==> config.mk <==
export PLATFORM = sky130hd
export DESIGN_NAME = dci_core
export DESIGN_NICKNAME = d
export VERILOG_FILES = /design/src/logic/dci_pkg.sv /design/src/logic/dci_core.sv /design/src/logic/dci_fifo.sv
export SDC_FILE = /design/constraint.sdc
export NUM_CORES = 1
export LEC_CHECK = 0
export ABC_AREA = 1
export BUFFER_PORTS_ARGS = -buffer_cell sky130_fd_sc_hd__buf_2
export CORE_MARGIN = 2
export CORE_UTILIZATION = 41
export CTS_CLUSTER_SIZE = 30
export DETAILED_ROUTE_END_ITERATION = 8
export PLACE_DENSITY_LB_ADDON = 0.2
export SYNTH_ARGS = -nofsm -noshare
export SYNTH_HDL_FRONTEND = slang
export SYNTH_HIERARCHICAL = 1
export SYNTH_SLANG_ARGS = --single-unit
==> constraint.sdc <==
create_clock -name clk -period 2.1 [get_ports clk]
set_clock_uncertainty 0.05 [all_clocks]
set_input_delay 0.105 -clock clk [delete_from_list [all_inputs] [get_ports clk]]
set_output_delay 0.105 -clock clk [all_outputs]
set_load 0.02 [all_outputs]
==> src/logic/dci_pkg.sv <==
package dci_pkg;

  // ****************************************************************
  // Command codes
  // ****************************************************************
  localparam logic [7:0] CMD_READ_REV = 8'h00;
  localparam logic [7:0] CMD_READ_STAT = 8'h02;
  localparam logic [7:0] CMD_READ_RUNTIME = 8'h03;
  localparam logic [7:0] CMD_WRITE_CTL = 8'h04;
  localparam logic [7:0] CMD_READ_CTL = 8'h05;
  localparam logic [7:0] CMD_WRITE_PC = 8'h06;
  localparam logic [7:0] CMD_READ_PC = 8'h07;
  localparam logic [7:0] CMD_WRITE_REG = 8'h08;
  localparam logic [7:0] CMD_RSVD_A = 8'h01;
  localparam logic [7:0] CMD_RSVD_B = 8'h0F;
  localparam logic [7:0] CMD_RSVD_FIRST = 8'h13;

  // ****************************************************************
  // Control and status layout
  // ****************************************************************
  localparam int CTL_DEBUG_MODE_BIT = 7;
  localparam int CTL_BRK_EN_BIT = 6;
  localparam int CTL_DBGACK_BIT = 5;
  localparam int CTL_RESET_BIT = 0;
  localparam logic [7:0] CTL_WRITE_MASK = 8'hE1;
  localparam logic [7:0] CTL_RESET_VAL = 8'h00;
  localparam int STAT_DEBUG_BIT = 7;
  localparam int STAT_PROTECT_BIT = 6;

  // Revision value is arbitrary
  localparam logic [7:0] REV_MAJOR = 8'h01;
  localparam logic [7:0] REV_MINOR = 8'h00;

  // ****************************************************************
  // Values and counts
  // ****************************************************************
  localparam logic [15:0] RUNTIME_MAX = 16'hFFFF;
  localparam logic [15:0] PC_BLANK = 16'hFFFF;
  localparam logic [15:0] RUNTIME_RESET = 16'h0000;
  localparam logic [1:0] ARGS_WRITE_CTL = 2'h1;
  localparam logic [1:0] ARGS_WRITE_PC = 2'h2;
  localparam logic [1:0] ARGS_WRITE_REG = 2'h3;
  localparam logic [8:0] REG_SIZE_FULL = 9'h100;
  localparam logic [11:0] FLASH_REG_FIRST = 12'hFF8;
  localparam logic [11:0] FLASH_REG_LAST = 12'hFFF;
  localparam logic [11:0] FLASH_CMD_ADDR = 12'hFF8;
  localparam logic [7:0] MASS_ERASE_CMD = 8'h63;
  localparam int BYTE_W = 8;
  localparam int TX_FIFO_DEPTH = 16;

  typedef enum logic [1:0] {ST_IDLE, ST_ARGS, ST_DATA, ST_REPLY} dci_state_type;

  typedef struct packed {
    logic [11:0] addr;
    logic [7:0] data;
  } dci_rf_wr_type;

endpackage

==> src/logic/dci_core.sv <==
`timescale 1ns/1ps
module dci_core #(
  parameter int FIFO_DEPTH = dci_pkg::TX_FIFO_DEPTH
) (
  input wire logic clk, // 40 MHz system clock
  input wire logic rst, // Synchronous reset, active high
  input wire logic rx_valid, // Received byte strobe from serial front end
  input wire logic [7:0] rx_data, // Received byte, framing already stripped
  output logic rx_ready, // Interpreter accepts a byte
  input wire logic read_protect_option, // Flash read protect programmed
  input wire logic brk_decoded, // CPU decoded a breakpoint instruction
  input wire logic [15:0] program_counter, // Current CPU program counter
  output logic tx_valid, // Reply byte available
  output logic [7:0] tx_data, // Reply byte
  input wire logic tx_ready, // Serial front end takes reply byte
  output logic pc_wr, // One-cycle program counter load
  output logic [15:0] pc_wdata, // Program counter load value
  output logic rf_wr, // One-cycle register file write
  output dci_pkg::dci_rf_wr_type rf_wr_bus, // Register file address and data
  output logic debug_mode_bit, // Device in debug mode
  output logic brk_enable, // Breakpoints enabled
  output logic dbg_ack, // Debug acknowledge bit
  output logic sys_reset_req // Device reset request bit
);

  // ****************************************************************
  // State
  // ****************************************************************
  dci_pkg::dci_state_type state_r, state_nxt;
  logic [7:0] cmd_r, cmd_nxt;
  logic [1:0] args_left_r, args_left_nxt;
  logic [15:0] arg_r, arg_nxt;
  logic [8:0] data_left_r, data_left_nxt;
  logic [11:0] addr_r, addr_nxt;
  logic [15:0] reply_r, reply_nxt;
  logic [1:0] reply_cnt_r, reply_cnt_nxt;
  logic [7:0] debugger_control_reg_r, debugger_control_reg_nxt;
  logic [15:0] runtime_r, runtime_nxt;
  logic rx_ready_r, rx_ready_nxt;
  logic pc_wr_r, pc_wr_nxt;
  logic [15:0] pc_wdata_r, pc_wdata_nxt;
  logic rf_wr_r, rf_wr_nxt;
  dci_pkg::dci_rf_wr_type rf_bus_r, rf_bus_nxt;
  logic tx_valid_r, tx_valid_nxt;
  logic [7:0] tx_data_r, tx_data_nxt;

  logic accept, dbg, full_access, overwrite_rt;
  logic [7:0] debugger_status_reg;
  logic fifo_in_valid, fifo_in_ready, fifo_out_valid, fifo_out_ready;
  logic [7:0] fifo_out_data;

  function automatic logic is_reserved(input logic [7:0] code);
    return (code == dci_pkg::CMD_RSVD_A) || (code == dci_pkg::CMD_RSVD_B) ||
           (code >= dci_pkg::CMD_RSVD_FIRST);
  endfunction

  function automatic logic rf_write_ok(input logic in_dbg, input logic prot,
                                       input logic [11:0] a, input logic [7:0] d);
    logic in_flash;
    in_flash = (a >= dci_pkg::FLASH_REG_FIRST) && (a <= dci_pkg::FLASH_REG_LAST);
    return in_dbg && (!prot || (in_flash &&
           ((a != dci_pkg::FLASH_CMD_ADDR) || (d == dci_pkg::MASS_ERASE_CMD))));
  endfunction

  assign dbg = debugger_control_reg_r[dci_pkg::CTL_DEBUG_MODE_BIT];
  assign full_access = dbg && !read_protect_option;
  assign accept = rx_valid && rx_ready_r;

  always_comb begin
    debugger_status_reg = 8'h00;
    debugger_status_reg[dci_pkg::STAT_DEBUG_BIT] = dbg;
    debugger_status_reg[dci_pkg::STAT_PROTECT_BIT] = read_protect_option;
  end

  // ****************************************************************
  // Command sequencer
  // ****************************************************************
  always_comb begin
    state_nxt = state_r;
    cmd_nxt = cmd_r;
    args_left_nxt = args_left_r;
    arg_nxt = arg_r;
    data_left_nxt = data_left_r;
    addr_nxt = addr_r;
    reply_nxt = reply_r;
    reply_cnt_nxt = reply_cnt_r;
    debugger_control_reg_nxt = debugger_control_reg_r;
    pc_wr_nxt = 1'b0;
    pc_wdata_nxt = pc_wdata_r;
    rf_wr_nxt = 1'b0;
    rf_bus_nxt = rf_bus_r;
    fifo_in_valid = 1'b0;
    overwrite_rt = 1'b0;
    unique case (state_r)
      dci_pkg::ST_IDLE: begin
        if (accept) begin
          cmd_nxt = rx_data;
          unique case (rx_data)
            dci_pkg::CMD_READ_REV: begin
              reply_nxt = {dci_pkg::REV_MAJOR, dci_pkg::REV_MINOR};
              reply_cnt_nxt = 2'h2;
              state_nxt = dci_pkg::ST_REPLY;
            end
            dci_pkg::CMD_READ_STAT: begin
              reply_nxt = {debugger_status_reg, 8'h00};
              reply_cnt_nxt = 2'h1;
              state_nxt = dci_pkg::ST_REPLY;
            end
            dci_pkg::CMD_READ_RUNTIME: begin
              if (dbg) begin
                reply_nxt = runtime_r;
                reply_cnt_nxt = 2'h2;
                state_nxt = dci_pkg::ST_REPLY;
              end
            end
            dci_pkg::CMD_WRITE_CTL: begin
              args_left_nxt = dci_pkg::ARGS_WRITE_CTL;
              state_nxt = dci_pkg::ST_ARGS;
            end
            dci_pkg::CMD_READ_CTL: begin
              reply_nxt = {debugger_control_reg_r, 8'h00};
              reply_cnt_nxt = 2'h1;
              state_nxt = dci_pkg::ST_REPLY;
            end
            dci_pkg::CMD_WRITE_PC: begin
              // Bytes are always consumed so the stream stays in step
              args_left_nxt = dci_pkg::ARGS_WRITE_PC;
              state_nxt = dci_pkg::ST_ARGS;
            end
            dci_pkg::CMD_READ_PC: begin
              reply_nxt = full_access ? program_counter : dci_pkg::PC_BLANK;
              reply_cnt_nxt = 2'h2;
              state_nxt = dci_pkg::ST_REPLY;
            end
            dci_pkg::CMD_WRITE_REG: begin
              args_left_nxt = dci_pkg::ARGS_WRITE_REG;
              state_nxt = dci_pkg::ST_ARGS;
              overwrite_rt = dbg;
            end
            default: begin
              // Reserved and unhandled codes are dropped without reply
              state_nxt = dci_pkg::ST_IDLE;
            end
          endcase
        end
      end
      dci_pkg::ST_ARGS: begin
        if (accept) begin
          arg_nxt = {arg_r[7:0], rx_data};
          args_left_nxt = args_left_r - 2'h1;
          if (args_left_r == 2'h1) begin
            state_nxt = dci_pkg::ST_IDLE;
            if (cmd_r == dci_pkg::CMD_WRITE_CTL) begin
              debugger_control_reg_nxt = rx_data & dci_pkg::CTL_WRITE_MASK;
              if (read_protect_option && dbg) begin
                debugger_control_reg_nxt[dci_pkg::CTL_DEBUG_MODE_BIT] = 1'b1;
              end
            end else if (cmd_r == dci_pkg::CMD_WRITE_PC) begin
              pc_wr_nxt = full_access;
              pc_wdata_nxt = {arg_r[7:0], rx_data};
            end else begin
              // High nibble of the first address byte is ignored
              addr_nxt = {arg_r[11:8], arg_r[7:0]};
              data_left_nxt = (rx_data == 8'h00) ? dci_pkg::REG_SIZE_FULL
                                                 : {1'b0, rx_data};
              state_nxt = dci_pkg::ST_DATA;
            end
          end
        end
      end
      dci_pkg::ST_DATA: begin
        if (accept) begin
          rf_wr_nxt = rf_write_ok(dbg, read_protect_option, addr_r, rx_data);
          rf_bus_nxt.addr = addr_r;
          rf_bus_nxt.data = rx_data;
          addr_nxt = addr_r + 12'h001;
          data_left_nxt = data_left_r - 9'h001;
          if (data_left_r == 9'h001) begin
            state_nxt = dci_pkg::ST_IDLE;
          end
        end
      end
      dci_pkg::ST_REPLY: begin
        fifo_in_valid = 1'b1;
        if (fifo_in_ready) begin
          reply_nxt = {reply_r[7:0], 8'h00};
          reply_cnt_nxt = reply_cnt_r - 2'h1;
          if (reply_cnt_r == 2'h1) begin
            state_nxt = dci_pkg::ST_IDLE;
          end
        end
      end
    endcase
    if (brk_decoded && debugger_control_reg_r[dci_pkg::CTL_BRK_EN_BIT]) begin
      debugger_control_reg_nxt[dci_pkg::CTL_DEBUG_MODE_BIT] = 1'b1;
    end
    rx_ready_nxt = (state_nxt != dci_pkg::ST_REPLY);
  end

  // ****************************************************************
  // Runtime counter
  // ****************************************************************
  always_comb begin
    runtime_nxt = runtime_r;
    if (overwrite_rt) begin
      runtime_nxt = dci_pkg::RUNTIME_RESET;
    end else if (dbg && !debugger_control_reg_nxt[dci_pkg::CTL_DEBUG_MODE_BIT]) begin
      runtime_nxt = dci_pkg::RUNTIME_RESET;
    end else if (!dbg && (runtime_r != dci_pkg::RUNTIME_MAX)) begin
      runtime_nxt = runtime_r + 16'h0001;
    end
  end

  // ****************************************************************
  // Reply output stage
  // ****************************************************************
  // Extra stage keeps tx outputs on flops at the cost of one cycle
  assign fifo_out_ready = !tx_valid_r || tx_ready;

  always_comb begin
    tx_valid_nxt = tx_valid_r;
    tx_data_nxt = tx_data_r;
    if (fifo_out_ready) begin
      tx_valid_nxt = fifo_out_valid;
      tx_data_nxt = fifo_out_valid ? fifo_out_data : tx_data_r;
    end
  end

  dci_fifo #(
    .WIDTH(dci_pkg::BYTE_W),
    .DEPTH(FIFO_DEPTH)
  ) u_tx_fifo (
    .clk(clk),
    .rst(rst),
    .in_valid(fifo_in_valid),
    .in_ready(fifo_in_ready),
    .in_data(reply_r[15:8]),
    .out_valid(fifo_out_valid),
    .out_ready(fifo_out_ready),
    .out_data(fifo_out_data)
  );

  always_ff @(posedge clk) begin
    if (rst) begin
      state_r <= dci_pkg::ST_IDLE;
      cmd_r <= 8'h00;
      args_left_r <= 2'h0;
      arg_r <= 16'h0000;
      data_left_r <= 9'h000;
      addr_r <= 12'h000;
      reply_r <= 16'h0000;
      reply_cnt_r <= 2'h0;
      debugger_control_reg_r <= dci_pkg::CTL_RESET_VAL;
      runtime_r <= dci_pkg::RUNTIME_RESET;
      rx_ready_r <= 1'b1;
      pc_wr_r <= 1'b0;
      pc_wdata_r <= 16'h0000;
      rf_wr_r <= 1'b0;
      rf_bus_r <= '0;
      tx_valid_r <= 1'b0;
      tx_data_r <= 8'h00;
    end else begin
      state_r <= state_nxt;
      cmd_r <= cmd_nxt;
      args_left_r <= args_left_nxt;
      arg_r <= arg_nxt;
      data_left_r <= data_left_nxt;
      addr_r <= addr_nxt;
      reply_r <= reply_nxt;
      reply_cnt_r <= reply_cnt_nxt;
      debugger_control_reg_r <= debugger_control_reg_nxt;
      runtime_r <= runtime_nxt;
      rx_ready_r <= rx_ready_nxt;
      pc_wr_r <= pc_wr_nxt;
      pc_wdata_r <= pc_wdata_nxt;
      rf_wr_r <= rf_wr_nxt;
      rf_bus_r <= rf_bus_nxt;
      tx_valid_r <= tx_valid_nxt;
      tx_data_r <= tx_data_nxt;
    end
  end

  assign rx_ready = rx_ready_r;
  assign tx_valid = tx_valid_r;
  assign tx_data = tx_data_r;
  assign pc_wr = pc_wr_r;
  assign pc_wdata = pc_wdata_r;
  assign rf_wr = rf_wr_r;
  assign rf_wr_bus = rf_bus_r;
  assign debug_mode_bit = debugger_control_reg_r[dci_pkg::CTL_DEBUG_MODE_BIT];
  assign brk_enable = debugger_control_reg_r[dci_pkg::CTL_BRK_EN_BIT];
  assign dbg_ack = debugger_control_reg_r[dci_pkg::CTL_DBGACK_BIT];
  assign sys_reset_req = debugger_control_reg_r[dci_pkg::CTL_RESET_BIT];

  // ****************************************************************
  // Checks
  // ****************************************************************
  rev_reply_a: assert property (@(posedge clk) disable iff (rst)
    (state_r == dci_pkg::ST_IDLE && accept && rx_data == dci_pkg::CMD_READ_REV) |=>
    (state_r == dci_pkg::ST_REPLY && reply_cnt_r == 2'h2 &&
     reply_r == {dci_pkg::REV_MAJOR, dci_pkg::REV_MINOR}))
    else $error("revision reply wrong");

  stat_reply_a: assert property (@(posedge clk) disable iff (rst)
    (state_r == dci_pkg::ST_IDLE && accept && rx_data == dci_pkg::CMD_READ_STAT) |=>
    (reply_cnt_r == 2'h1 && reply_r[15:8] == $past(debugger_status_reg)))
    else $error("status reply wrong");

  runtime_hold_a: assert property (@(posedge clk) disable iff (rst)
    (!dbg && runtime_r == dci_pkg::RUNTIME_MAX) |=> (runtime_r == dci_pkg::RUNTIME_MAX))
    else $error("runtime counter wrapped");

  runtime_step_a: assert property (@(posedge clk) disable iff (rst)
    (!dbg && runtime_r != dci_pkg::RUNTIME_MAX) |=> (runtime_r == $past(runtime_r) + 16'h0001))
    else $error("runtime counter did not count");

  normal_gate_a: assert property (@(posedge clk) disable iff (rst)
    (state_r == dci_pkg::ST_IDLE && accept && !dbg &&
     rx_data == dci_pkg::CMD_READ_RUNTIME) |=> (state_r == dci_pkg::ST_IDLE))
    else $error("runtime read acted outside debug mode");

  protect_keep_a: assert property (@(posedge clk) disable iff (rst)
    (read_protect_option && debug_mode_bit) |=> debug_mode_bit)
    else $error("debug mode cleared under read protect");

  ctl_write_a: assert property (@(posedge clk) disable iff (rst)
    (state_r == dci_pkg::ST_ARGS && cmd_r == dci_pkg::CMD_WRITE_CTL && accept &&
     !read_protect_option && !brk_decoded) |=>
    (debugger_control_reg_r == ($past(rx_data) & dci_pkg::CTL_WRITE_MASK)))
    else $error("control write not loaded");

  pc_block_a: assert property (@(posedge clk) disable iff (rst)
    pc_wr_r |-> $past(full_access))
    else $error("program counter written while blocked");

  pc_blank_a: assert property (@(posedge clk) disable iff (rst)
    (state_r == dci_pkg::ST_IDLE && accept && rx_data == dci_pkg::CMD_READ_PC &&
     !full_access) |=> (reply_r == dci_pkg::PC_BLANK))
    else $error("blocked program counter read not all ones");

  size_load_a: assert property (@(posedge clk) disable iff (rst)
    (state_r == dci_pkg::ST_ARGS && cmd_r == dci_pkg::CMD_WRITE_REG && accept &&
     args_left_r == 2'h1) |=> (state_r == dci_pkg::ST_DATA && data_left_r ==
     (($past(rx_data) == 8'h00) ? dci_pkg::REG_SIZE_FULL : {1'b0, $past(rx_data)})))
    else $error("register write size wrong");

  rf_gate_a: assert property (@(posedge clk) disable iff (rst)
    rf_wr_r |-> $past(dbg))
    else $error("register write outside debug mode");

  mass_erase_a: assert property (@(posedge clk) disable iff (rst)
    (rf_wr_r && $past(read_protect_option)) |->
    (rf_bus_r.addr >= dci_pkg::FLASH_REG_FIRST &&
     (rf_bus_r.addr != dci_pkg::FLASH_CMD_ADDR || rf_bus_r.data == dci_pkg::MASS_ERASE_CMD)))
    else $error("protected register write let through");

  reserved_a: assert property (@(posedge clk) disable iff (rst)
    (state_r == dci_pkg::ST_IDLE && accept && is_reserved(rx_data)) |=>
    (state_r == dci_pkg::ST_IDLE && rx_ready_r))
    else $error("reserved code acted on");

endmodule

==> src/logic/dci_fifo.sv <==
`timescale 1ns/1ps
module dci_fifo #(
  parameter int WIDTH = 8,
  parameter int DEPTH = 16
) (
  input wire logic clk, // System clock
  input wire logic rst, // Synchronous reset
  input wire logic in_valid, // Write request
  output logic in_ready, // Room available
  input wire logic [WIDTH-1:0] in_data, // Write data
  output logic out_valid, // Data available
  input wire logic out_ready, // Drain request
  output logic [WIDTH-1:0] out_data // Head word
);
  localparam int AW = $clog2(DEPTH);

  logic [WIDTH-1:0] mem_r [DEPTH];
  logic [AW:0] wr_ptr_r, wr_ptr_nxt, rd_ptr_r, rd_ptr_nxt;
  logic do_wr, do_rd;

  // Extra pointer bit separates full from empty
  assign in_ready = !((wr_ptr_r[AW] != rd_ptr_r[AW]) && (wr_ptr_r[AW-1:0] == rd_ptr_r[AW-1:0]));
  assign out_valid = (wr_ptr_r != rd_ptr_r);
  assign out_data = mem_r[rd_ptr_r[AW-1:0]];

  always_comb begin
    do_wr = in_valid && in_ready;
    do_rd = out_valid && out_ready;
    wr_ptr_nxt = do_wr ? wr_ptr_r + 1'b1 : wr_ptr_r;
    rd_ptr_nxt = do_rd ? rd_ptr_r + 1'b1 : rd_ptr_r;
  end

  always_ff @(posedge clk) begin
    if (rst) begin
      wr_ptr_r <= '0;
      rd_ptr_r <= '0;
    end else begin
      wr_ptr_r <= wr_ptr_nxt;
      rd_ptr_r <= rd_ptr_nxt;
    end
    if (do_wr) begin
      mem_r[wr_ptr_r[AW-1:0]] <= in_data;
    end
  end
endmodule

==> out/metrics.yaml, run 1 <==
floorplan:
  io_pins: 82
  die_w_microns: 179
  die_area_sq_um: 32000
  coreArea_sq_um: 30300
  rows: 64
  start_util: 0.414
  die_height_microns: 179
clock_network:
  htree_levels: 1
  cts_root_buf: "clkbuf_16"
  clock_latency_ps: 560
  cts_buffers: 29
  cts.sinks: 273
  cts_tree: "yes"
  cts_buffer_depth: 3
  clk_pin_slew_worst_paths_ps: 60
worst_hold_path:
  min_delay_path_depth: 7
  hp-start: "program_counter[7]"
  hold_class: "in2reg"
  hold_end: "reply_r[7]$_SDFFE_PP0P_"
job:
  maxCapViolCount: 0
routing:
  vias: 10211
  wirelength_mm: 31.0
  routedWlPerCell_microns: 15.2
  ant_nets: 0
  drcViolationCount: 0
  drt_iter0_drc: 704
  dr.pass1.iters: 5
  vias_per_cell: 5.02
critical_path:
  r2r_setup_slack_ps: 3
  reg2reg_depth: 7
  end_kind: "register"
  crit_path_start: "u_tx_fifo/rd_ptr_r[4]$_SDFFE_PP0P_"
  timing.rr.start: "u_tx_fifo/rd_ptr_r[4]$_SDFFE_PP0P_"
  path_class: "reg2reg"
  timing.rr.end: "u_tx_fifo/mem_r[0][7]$_DFFE_PP_"
  start_kind: "register"
  crit_arrival_ps: 2230
  cp_data_required_time_ps: 2230
  crit_fanout: 8
cells_and_area:
  nNetsFinal: 1661
  drive_gt1_frac: 0.156
  area_delta_synth_final_pct: 17.8
  n_antenna_cell: 0
timing:
  tightest_slew_ps: 847
  fmax_mhz: 477
  report.final.slew_viol_count: 0
  setup_viol: 0
  rsz0062_at_grt: "yes"
  max-slew-margin-rel: 0.435
  setup_slack_ps: 2.82
  fin_crit_sh: 0.999
  period_minus_slack_ps: 2100
  hold_violations: 0
status:
  status: "complete, no violations"
placed_design:
  detailedPlace.worstSlack_ps: -105
  hpwlAfterDp_mm: 20.9
  port_buffers: 81
  gp_congestion: 0.811
pwr:
  powerDensity_nw_per_um2: 1020
  p_int_mw: 10.4
  clockPowerShare: 0.348
  leakage_nw: 6.05
  pwr-share-comb: 0.226
  seq_power_share: 0.426
  p_switching_mw: 4.70
  peakVddDrop_mv: 0.703
  power_mw: 15.1
  switching_share: 0.312
global_route:
  grt_pass1_wl_mm: 49.6
  grt_overflow: 0
  antenna_found_initial: 0
  grt_start_max_net_pins: 81
  grt_pass1_vias: 9516
  track_usage: 0.195
synthesis:
  postSynthRegisterBits: 273
  synthDistinctLibCells: 45
  async_reset_ff_frac: 0
  synth_fp_nets: 1550
  netlist_area_sq_um: 12600
  syn_inst: 1503
  synth_edf_count: 128
  ys.flop_type: "dfxtp_1"
  yosys_warnings: 6
  seq_area_frac_synth: 0.537
  syn_avg_cell_area_sq_um: 8.35
[power by group through the flow]
| stage | registers [mW] | logic [mW] | clock network [mW] |
|---|---|---|---|
| floorplan | 6.51 | 2.29 | 0 |
| global placement | 6.53 | 3.36 | 0 |
| finish | 6.42 | 3.40 | 5.25 |
| detailed placement | 6.53 | 3.38 | 0 |
| CTS | 6.42 | 3.41 | 5.38 |
| global route | 6.49 | 3.83 | 5.58 |
[synth_stat cells, types with 13 or more instances]
cell / instances / area [sq um]
nand2_1: 249 / 935
nor2_1: 190 / 713
inv_1: 171 / 642
o21ai_0: 153 / 766
dfxtp_1: 145 / 2900
edfxtp_1: 128 / 3840
a21oi_1: 122 / 611
nand3_1: 109 / 546
clkbuf_1: 38 / 143
o211ai_1: 32 / 240
ha_1: 17 / 213
buf_2: 16 / 80.1
inv_2: 13 / 48.8
[metrics by stage]
stage	cell area, sq um	setup TNS [ps]	std cells	utilization	hold slack, ps
6_report	14800	0	2033	0.487	74.8
2_1_floorplan	12600	0	1503	-	147
5_1_grt	14800	-2450	2033	0.487	93.4
3_5_place_dp	13600	-1250	1966	0.448	341
3_3_place_gp	13600	-837	1966	0.448	342
4_1_cts	14700	-187	2032	0.485	53.3
[metal layers]
| metal | global-route usage | part of all wire | vias to the layer above |
|---|---|---|---|
| met5 | 0 | 0 | - |
| met4 | 0.0522 | 0.020 | 0 |
| met3 | 0.0231 | 0.043 | 43 |
| met2 | 0.312 | 0.46 | 202 |
| met1 | 0.278 | 0.48 | 4748 |
| li1 | - | - | 5218 |
[worst max-delay path by stage]
stage,to,cells past startpoint
after floorplan,reply_cnt_r[0]$_SDFFE_PP0P_,10
after global placement,reply_r[10]$_SDFFE_PP0P_,9
after detailed placement,reply_r[13]$_SDFFE_PP0P_,9
after CTS,u_tx_fifo/mem_r[1][3]$_DFFE_PP_,7
after global routing,u_tx_fifo/mem_r[12][7]$_DFFE_PP_,7
final,u_tx_fifo/mem_r[0][7]$_DFFE_PP_,7
[timing repair]
item                                    CTS  global route
endpoints found under the setup margin   30           107
hold buffers                             12             0
resized for setup                         3            21
hold endpoints to repair                 49             0
setup buffers                             0             1
pin swaps                                 0             2
[critical path: stages (launching register included)]
cell and delay [ps]:
dfxtp_1 320, xnor2_1 230, inv_1 90, nand3_2 120, nand2_1 80, inv_2 70
nand2_1 140, nor2_1 630
[sequential cells by signal, indices dropped and copies added, names as in the netlist, named ones only]
register,flops
addr_r,12
rf_wr,1
debugger_control_reg_r,4
u_tx_fifo/wr_ptr_r,5
reply_r,16
reply_cnt_r,2
runtime_r,16
u_tx_fifo/rd_ptr_r,5
rx_ready,1
u_tx_fifo/mem_r,128
arg_r,12
tx_data,8
pc_wdata,16
args_left_r,2
tx_valid,1
data_left_r,9
cmd_r,8
state_r,2
rf_wr_bus,20
pc_wr,1
[cells by family (layout without fill, tap and decap cells)]
| logic type | after synthesis | in the layout | share of synthesized area |
|---|---|---|---|
| DFF | 273 | 273 | 0.537 |
| xor gates and xnor gates | 14 | 14 | 0.00977 |
| buffers and inverters | 254 | 388 | 0.0820 |
| AOI/OAI and AO/OA | 339 | 339 | 0.146 |
| and+or+nand+nor | 606 | 606 | 0.208 |
| adders and majority gates | 17 | 17 | 0.0169 |
[final cells by class]
cell class	count	area [sq um]
clock buffer	45	882
clock inverter	9	115
fill	2919	15600
tap	396	495
sequential	273	6760
multi-input combinational	976	4830
inverter	185	697
timing repair buffer	149	1010
[layout by cell type, fill, tap and decap left out, types with 30 or more instances in the layout]
| cell | netlist | final |
|---|---|---|
| o211ai_1 | 32 | 32 |
| edfxtp_1 | 128 | 128 |
| inv_1 | 171 | 170 |
| nor2_1 | 190 | 177 |
| a21oi_1 | 122 | 121 |
| buf_4 | 5 | 51 |
| o21ai_0 | 153 | 153 |
| clkbuf_16 | 0 | 30 |
| nand3_1 | 109 | 109 |
| dfxtp_1 | 145 | 137 |
| buf_2 | 16 | 81 |
| nand2_1 | 249 | 249 |
(Power assumes the default switching activity.)
==> run 2: changes to the inputs <==
--- a/config.mk
+++ b/config.mk
@@ -7,10 +7,12 @@
 export LEC_CHECK = 0
 export ABC_AREA = 1
 export BUFFER_PORTS_ARGS = -buffer_cell sky130_fd_sc_hd__buf_2
-export CORE_MARGIN = 2
+export CORE_ASPECT_RATIO = 0.9
+export CORE_MARGIN = 5
 export CORE_UTILIZATION = 41
 export CTS_CLUSTER_SIZE = 30
 export DETAILED_ROUTE_END_ITERATION = 8
+export MAX_ROUTING_LAYER = met4
 export PLACE_DENSITY_LB_ADDON = 0.2
 export SYNTH_ARGS = -nofsm -noshare
 export SYNTH_HDL_FRONTEND = slang
==> run 2 against run 1 <==
Effect of this change:
- final area is essentially flat
- die area grew 6.8%
- combinational power grew 7.6%
- utilization grew 0.52 points
- power is essentially flat
- non-clock buffer count grew 2
- first-iteration DRC count grew 8.2%
- worst hold slack lost 26 ps
- sequential share of layout area is essentially flat
- routed wire length grew 2.7%
- sequential power shrank 2%
- largest power group unchanged
==> out/metrics.yaml, run 2 (synthesized netlist as in run 1, its figures left out) <==
timing:
  setup_viol: 0
  fmax_mhz: 483
  period_minus_slack_ps: 2070
  worst_hold_slack_ps: 48.7
  fin_tns_setup_ps: 0
  rsz0062_at_grt: "yes"
  fin_crit_sh: 0.986
  tightest_slew_ps: 728
  max-slew-margin-rel: 0.513
  hold_violations: 0
  report.final.slew_viol_count: 0
clock_network:
  clock_latency_ps: 550
  cts.sinks: 273
  clk_pin_slew_worst_paths_ps: 70
  cts_buffer_depth: 3
  cts_buffers: 28
  htree_levels: 1
  cts_tree: "yes"
  cts_root_buf: "clkbuf_16"
critical_path:
  crit_arrival_ps: 2200
  path_class: "reg2reg"
  crit_chain: "inv_1 > nand2_1 > nand2_1 > nor2_4 > nand3_2 > nand2_1 > inv_2 > nand2_1 > nor2_1"
  timing.rr.start: "u_tx_fifo/rd_ptr_r[1]$_SDFFE_PP0P_"
  crit_fanout: 8
  crit_path_frequent_cell: "nand2_1"
  cp_data_required_time_ps: 2230
  start_kind: "register"
  crit_path_start: "u_tx_fifo/rd_ptr_r[1]$_SDFFE_PP0P_"
  slowest_stage: "nor2_1"
  cpPeakStageDelay_ps: 600
  end_kind: "register"
placed_design:
  dpl.cell_count: 1974
  port_buffers: 81
  hpwlAfterDp_mm: 21.7
  gp_congestion: 0.868
global_route:
  grt_pass1_vias: 9791
  grt_overflow: 0
  grt_pass1_wl_mm: 51.4
  track_usage: 0.187
  antenna_found_initial: 0
  grt_start_max_net_pins: 65
routing:
  drt_iter0_drc: 762
  vias_per_cell: 5.01
  wirelength_mm: 31.8
  ant_nets: 0
  dr.pass1.iters: 5
  vias: 10216
  routedWlPerCell_microns: 15.6
  drcViolationCount: 0
pwr:
  power_mw: 15.1
  clockPowerShare: 0.340
  p_switching_mw: 4.81
  peakVddDrop_mv: 0.589
  pwr-share-comb: 0.243
  powerDensity_nw_per_um2: 1020
  switching_share: 0.320
  p_int_mw: 10.3
  seq_power_share: 0.417
  leakage_nw: 6.03
floorplan:
  coreArea_sq_um: 30000
  start_util: 0.418
  die_w_microns: 194
  rows: 60
  io_pins: 82
  die_height_microns: 176
  die_area_sq_um: 34200
status:
  status: "complete, no violations"
cells_and_area:
  largest_reg_flops: 128
  finalNonFillerCells: 2041
  final_common_cell: "nand2_1"
  nNetsFinal: 1663
  drive_gt1_frac: 0.155
  area_delta_synth_final_pct: 17.8
  n_antenna_cell: 0
  layout_common_cells: "nand2_1, nor2_1, inv_1"
  utilization: 0.492
worst_hold_path:
  hp-start: "program_counter[5]"
  hold_class: "in2reg"
job:
  maxCapViolCount: 0
## run 2: changes by cell type in the layout (fill, tap and decap cells not counted), sizes merged
cell      previous run  this run
buf                137       139
inv                185       186
clkbuf              45        39
clkinv               5         7
clkinvlp             2         3
nand2              258       259
## run 2: power groups by stage
| stage | Combinational (mW) | Clock [mW] | Sequential, mW |
|---|---|---|---|
| floorplan | 2.29 | 0 | 6.51 |
| global placement | 3.59 | 0 | 6.39 |
| detailed placement | 3.61 | 0 | 6.41 |
| CTS | 3.66 | 5.24 | 6.29 |
| global route | 4.11 | 5.48 | 6.34 |
| finish | 3.66 | 5.12 | 6.29 |
## run 2: final cells by class
type / instances / area, sq um
Tap cell: 403 / 504
Sequential cell: 273 / 6750
Multi-Input combinational cell: 977 / 4840
Clock inverter: 13 / 149
Inverter: 185 / 697
Fill cell: 2887 / 15200
Clock buffer: 39 / 813
Timing Repair Buffer: 151 / 1020
## run 2: repair_timing
action	4_1_cts	5_1_grt
hold endpoints to repair	47	0
pin swaps	0	3
buffers inserted	0	2
gates resized for setup	1	23
cloned	0	1
hold buffers	12	0
setup endpoints to repair	13	140
## run 2: worst paths after layout
path,to,slack (ps),cells after the start
min,reply_r[5]$_SDFFE_PP0P_,50,7
max,u_tx_fifo/mem_r[9][4]$_DFFE_PP_,30,9
max reg2reg,u_tx_fifo/mem_r[9][4]$_DFFE_PP_,30,9
min reg2reg,data_left_r[6]$_SDFFE_PP0P_,420,2
## run 2: metal layers
| metal | up-vias | GRT usage | wire length (microns) |
|---|---|---|---|
| met5 | - | - | 0 |
| met4 | 0 | 0.0463 | 765 |
| met3 | 49 | 0.0246 | 1270 |
| met2 | 211 | 0.284 | 14200 |
| met1 | 4734 | 0.267 | 15600 |
| li1 | 5222 | - | - |
## run 2: per-stage QoR
| stage | worst slack [ps] | area (sq um) |
|---|---|---|
| after floorplan | 313 | 12600 |
| after global placement | -29.0 | 13600 |
| after detailed placement | -26.1 | 13600 |
| after CTS | 53.8 | 14700 |
| after global routing | -102 | 14800 |
| final | 30.1 | 14800 |
## run 2: critical path, delay by kind of cell, from the launching register on
family	cells	cell delay [ps]
DFF	1	340
and+or+nand+nor	7	1160
buffers and inverters	2	130
==> run 3: changes to the inputs <==
--- a/config.mk
+++ b/config.mk
@@ -9,7 +9,7 @@
 export BUFFER_PORTS_ARGS = -buffer_cell sky130_fd_sc_hd__buf_2
 export CORE_ASPECT_RATIO = 0.9
 export CORE_MARGIN = 5
-export CORE_UTILIZATION = 41
+export CORE_UTILIZATION = 28
 export CTS_CLUSTER_SIZE = 30
 export DETAILED_ROUTE_END_ITERATION = 8
 export MAX_ROUTING_LAYER = met4
==> run 3 against run 2 <==
Effect of this change:
- sequential cell count unchanged
- non-clock buffer count up 12
- final area up 2.5%
- clock-buffer cell count up 1
- combinational power about the same
- via count down 0.32%
- setup slack better by 25 ps
- sequential share of layout area down 1.1 points
- worst hold slack worse by 24 ps
- final cell count up 10%
==> out/metrics.yaml, run 3 (synthesized netlist as in run 1, its figures left out) <==
clock_network:
  cts_root_buf: "clkbuf_16"
  clk_pin_slew_worst_paths_ps: 60
  cts_tree: "yes"
  cts_buffers: 30
  htree_levels: 1
  clock_latency_ps: 560
  cts.sinks: 273
  cts_buffer_depth: 3
floorplan:
  coreArea_sq_um: 44300
  die_area_sq_um: 49200
  die_w_microns: 233
  rows: 73
  die_height_microns: 211
  start_util: 0.283
  io_pins: 82
worst_hold_path:
  hold_class: "in2reg"
timing:
  hold_violations: 0
  report.final.slew_viol_count: 0
  fmax_mhz: 489
  period_minus_slack_ps: 2040
  fin_tns_setup_ps: 0
  fin_crit_sh: 0.974
  rsz0062_at_grt: "yes"
  tightest_slew_ps: 693
  max-slew-margin-rel: 0.536
  setup_viol: 0
global_route:
  grt_overflow: 0
  track_usage: 0.141
  grt_pass1_vias: 9726
  grt_start_max_net_pins: 76
  grt_pass1_wl_mm: 54.5
  antenna_found_initial: 0
routing:
  vias_per_cell: 4.52
  drcViolationCount: 0
  vias: 10183
  wirelength_mm: 34.4
  drt_iter0_drc: 618
  routedWlPerCell_microns: 15.3
  dr.pass1.iters: 5
  ant_nets: 0
cells_and_area:
  largest_reg_flops: 128
  finalNonFillerCells: 2255
  area_delta_synth_final_pct: 20.8
  layout_common_cells: "nand2_1, nor2_1, inv_1"
  n_antenna_cell: 0
  nNetsFinal: 1678
  drive_gt1_frac: 0.165
  n_fill_cell: 4639
  final_common_cell: "nand2_1"
critical_path:
  crit_path_frequent_cell: "nand2_1"
  crit_arrival_ps: 2180
  cpPeakStageDelay_ps: 610
  start_kind: "register"
  r2r_setup_slack_ps: 60
  crit_chain: "xnor2_1 > inv_1 > nand3_2 > nand2_1 > inv_2 > nand2_1 > nor2_1"
  crit_buf_inv: 2
  crit_fanout: 8
  end_kind: "register"
  path_class: "reg2reg"
  crit_family: "simple AND/OR/NAND/NOR gates"
  cp_data_required_time_ps: 2240
  slowest_stage: "nor2_1"
placed_design:
  port_buffers: 81
  gp_congestion: 0.782
  dpl.cell_count: 2185
  hpwlAfterDp_mm: 23.6
pwr:
  powerDensity_nw_per_um2: 1010
  power_mw: 15.3
  peakVddDrop_mv: 0.521
  leakage_nw: 6.10
status:
  status: "complete, no violations"
job:
  maxCapViolCount: 0
run 3: cell types whose count changed in the layout (fill, tap and decap cells not counted), moves of 3 or more:
cell	before	now
nor2_2	18	22
nor2_1	178	175
buf_4	53	68
clkinv_4	2	5
clkbuf_8	5	2
run 3: tightest hold or removal path, delay by kind of cell:
family / cells / cell delay [ps]
compound gates: 1 / 110
simple gates: 1 / 220
buf+inv: 2 / 130
run 3: timing repair:
action | 4_1_cts | 5_1_grt
pin swaps | 0 | 3
hold buffers | 11 | 0
gates cloned | 0 | 2
gates resized for setup | 4 | 23
buffers inserted | 0 | 1
setup endpoints to repair | 39 | 127
hold endpoints to repair | 46 | 0
run 3: per-layer routing:
layer | up-vias | wire (microns) | global-route usage
li1 | 5251 | - | -
met1 | 4694 | 17700 | 0.209
met2 | 195 | 14700 | 0.207
met3 | 43 | 1450 | 0.0203
met4 | 0 | 598 | 0.0273
met5 | - | 0 | -
run 3: cell type report:
class | instances | area (sq um) | area share
clock inverters | 16 | 176 | 0.0116
clock buffers | 40 | 830 | 0.0547
inverters | 185 | 694 | 0.0458
repair buffers | 163 | 1090 | 0.0716
well taps | 600 | 751 | 0.0495
multi-input cells | 978 | 4870 | 0.321
flip-flops and latches | 273 | 6760 | 0.446
run 3: stage by stage:
| step | setup slack [ps] | util | hold WS [ps] | area (sq um) |
|---|---|---|---|---|
| 3_3_place_gp | -64.6 | 0.315 | 328 | 13900 |
| 3_5_place_dp | -33.1 | 0.315 | 310 | 13900 |
| 2_1_floorplan | 313 | - | 147 | 12600 |
| 6_report | 55.1 | 0.342 | 24.8 | 15200 |
| 5_1_grt | -96.2 | 0.342 | 68.3 | 15200 |
| 4_1_cts | -19.6 | 0.340 | 12.1 | 15100 |
run 3: final timing paths:
path | from | to | cells past startpoint
worst max register to register | u_tx_fifo/rd_ptr_r[4]$_SDFFE_PP0P_ | u_tx_fifo/mem_r[9][4]$_DFFE_PP_ | 7
worst min-delay path | tx_ready | tx_valid$_SDFFE_PP0N_ | 4
worst min register to register | data_left_r[6]$_SDFFE_PP0P_ | data_left_r[6]$_SDFFE_PP0P_ | 2
worst max-delay path | u_tx_fifo/rd_ptr_r[4]$_SDFFE_PP0P_ | u_tx_fifo/mem_r[9][4]$_DFFE_PP_ | 7
run 3: report_power, final:
part / leakage, nW / internal, mW / switching, mW / total (mW)
Clock: 0.487 / 3.15 / 2.21 / 5.36
Combinational: 3.24 / 1.28 / 2.40 / 3.68
Sequential: 2.37 / 6.01 / 0.286 / 6.30
Total: 6.10 / 10.5 / 4.89 / 15.3
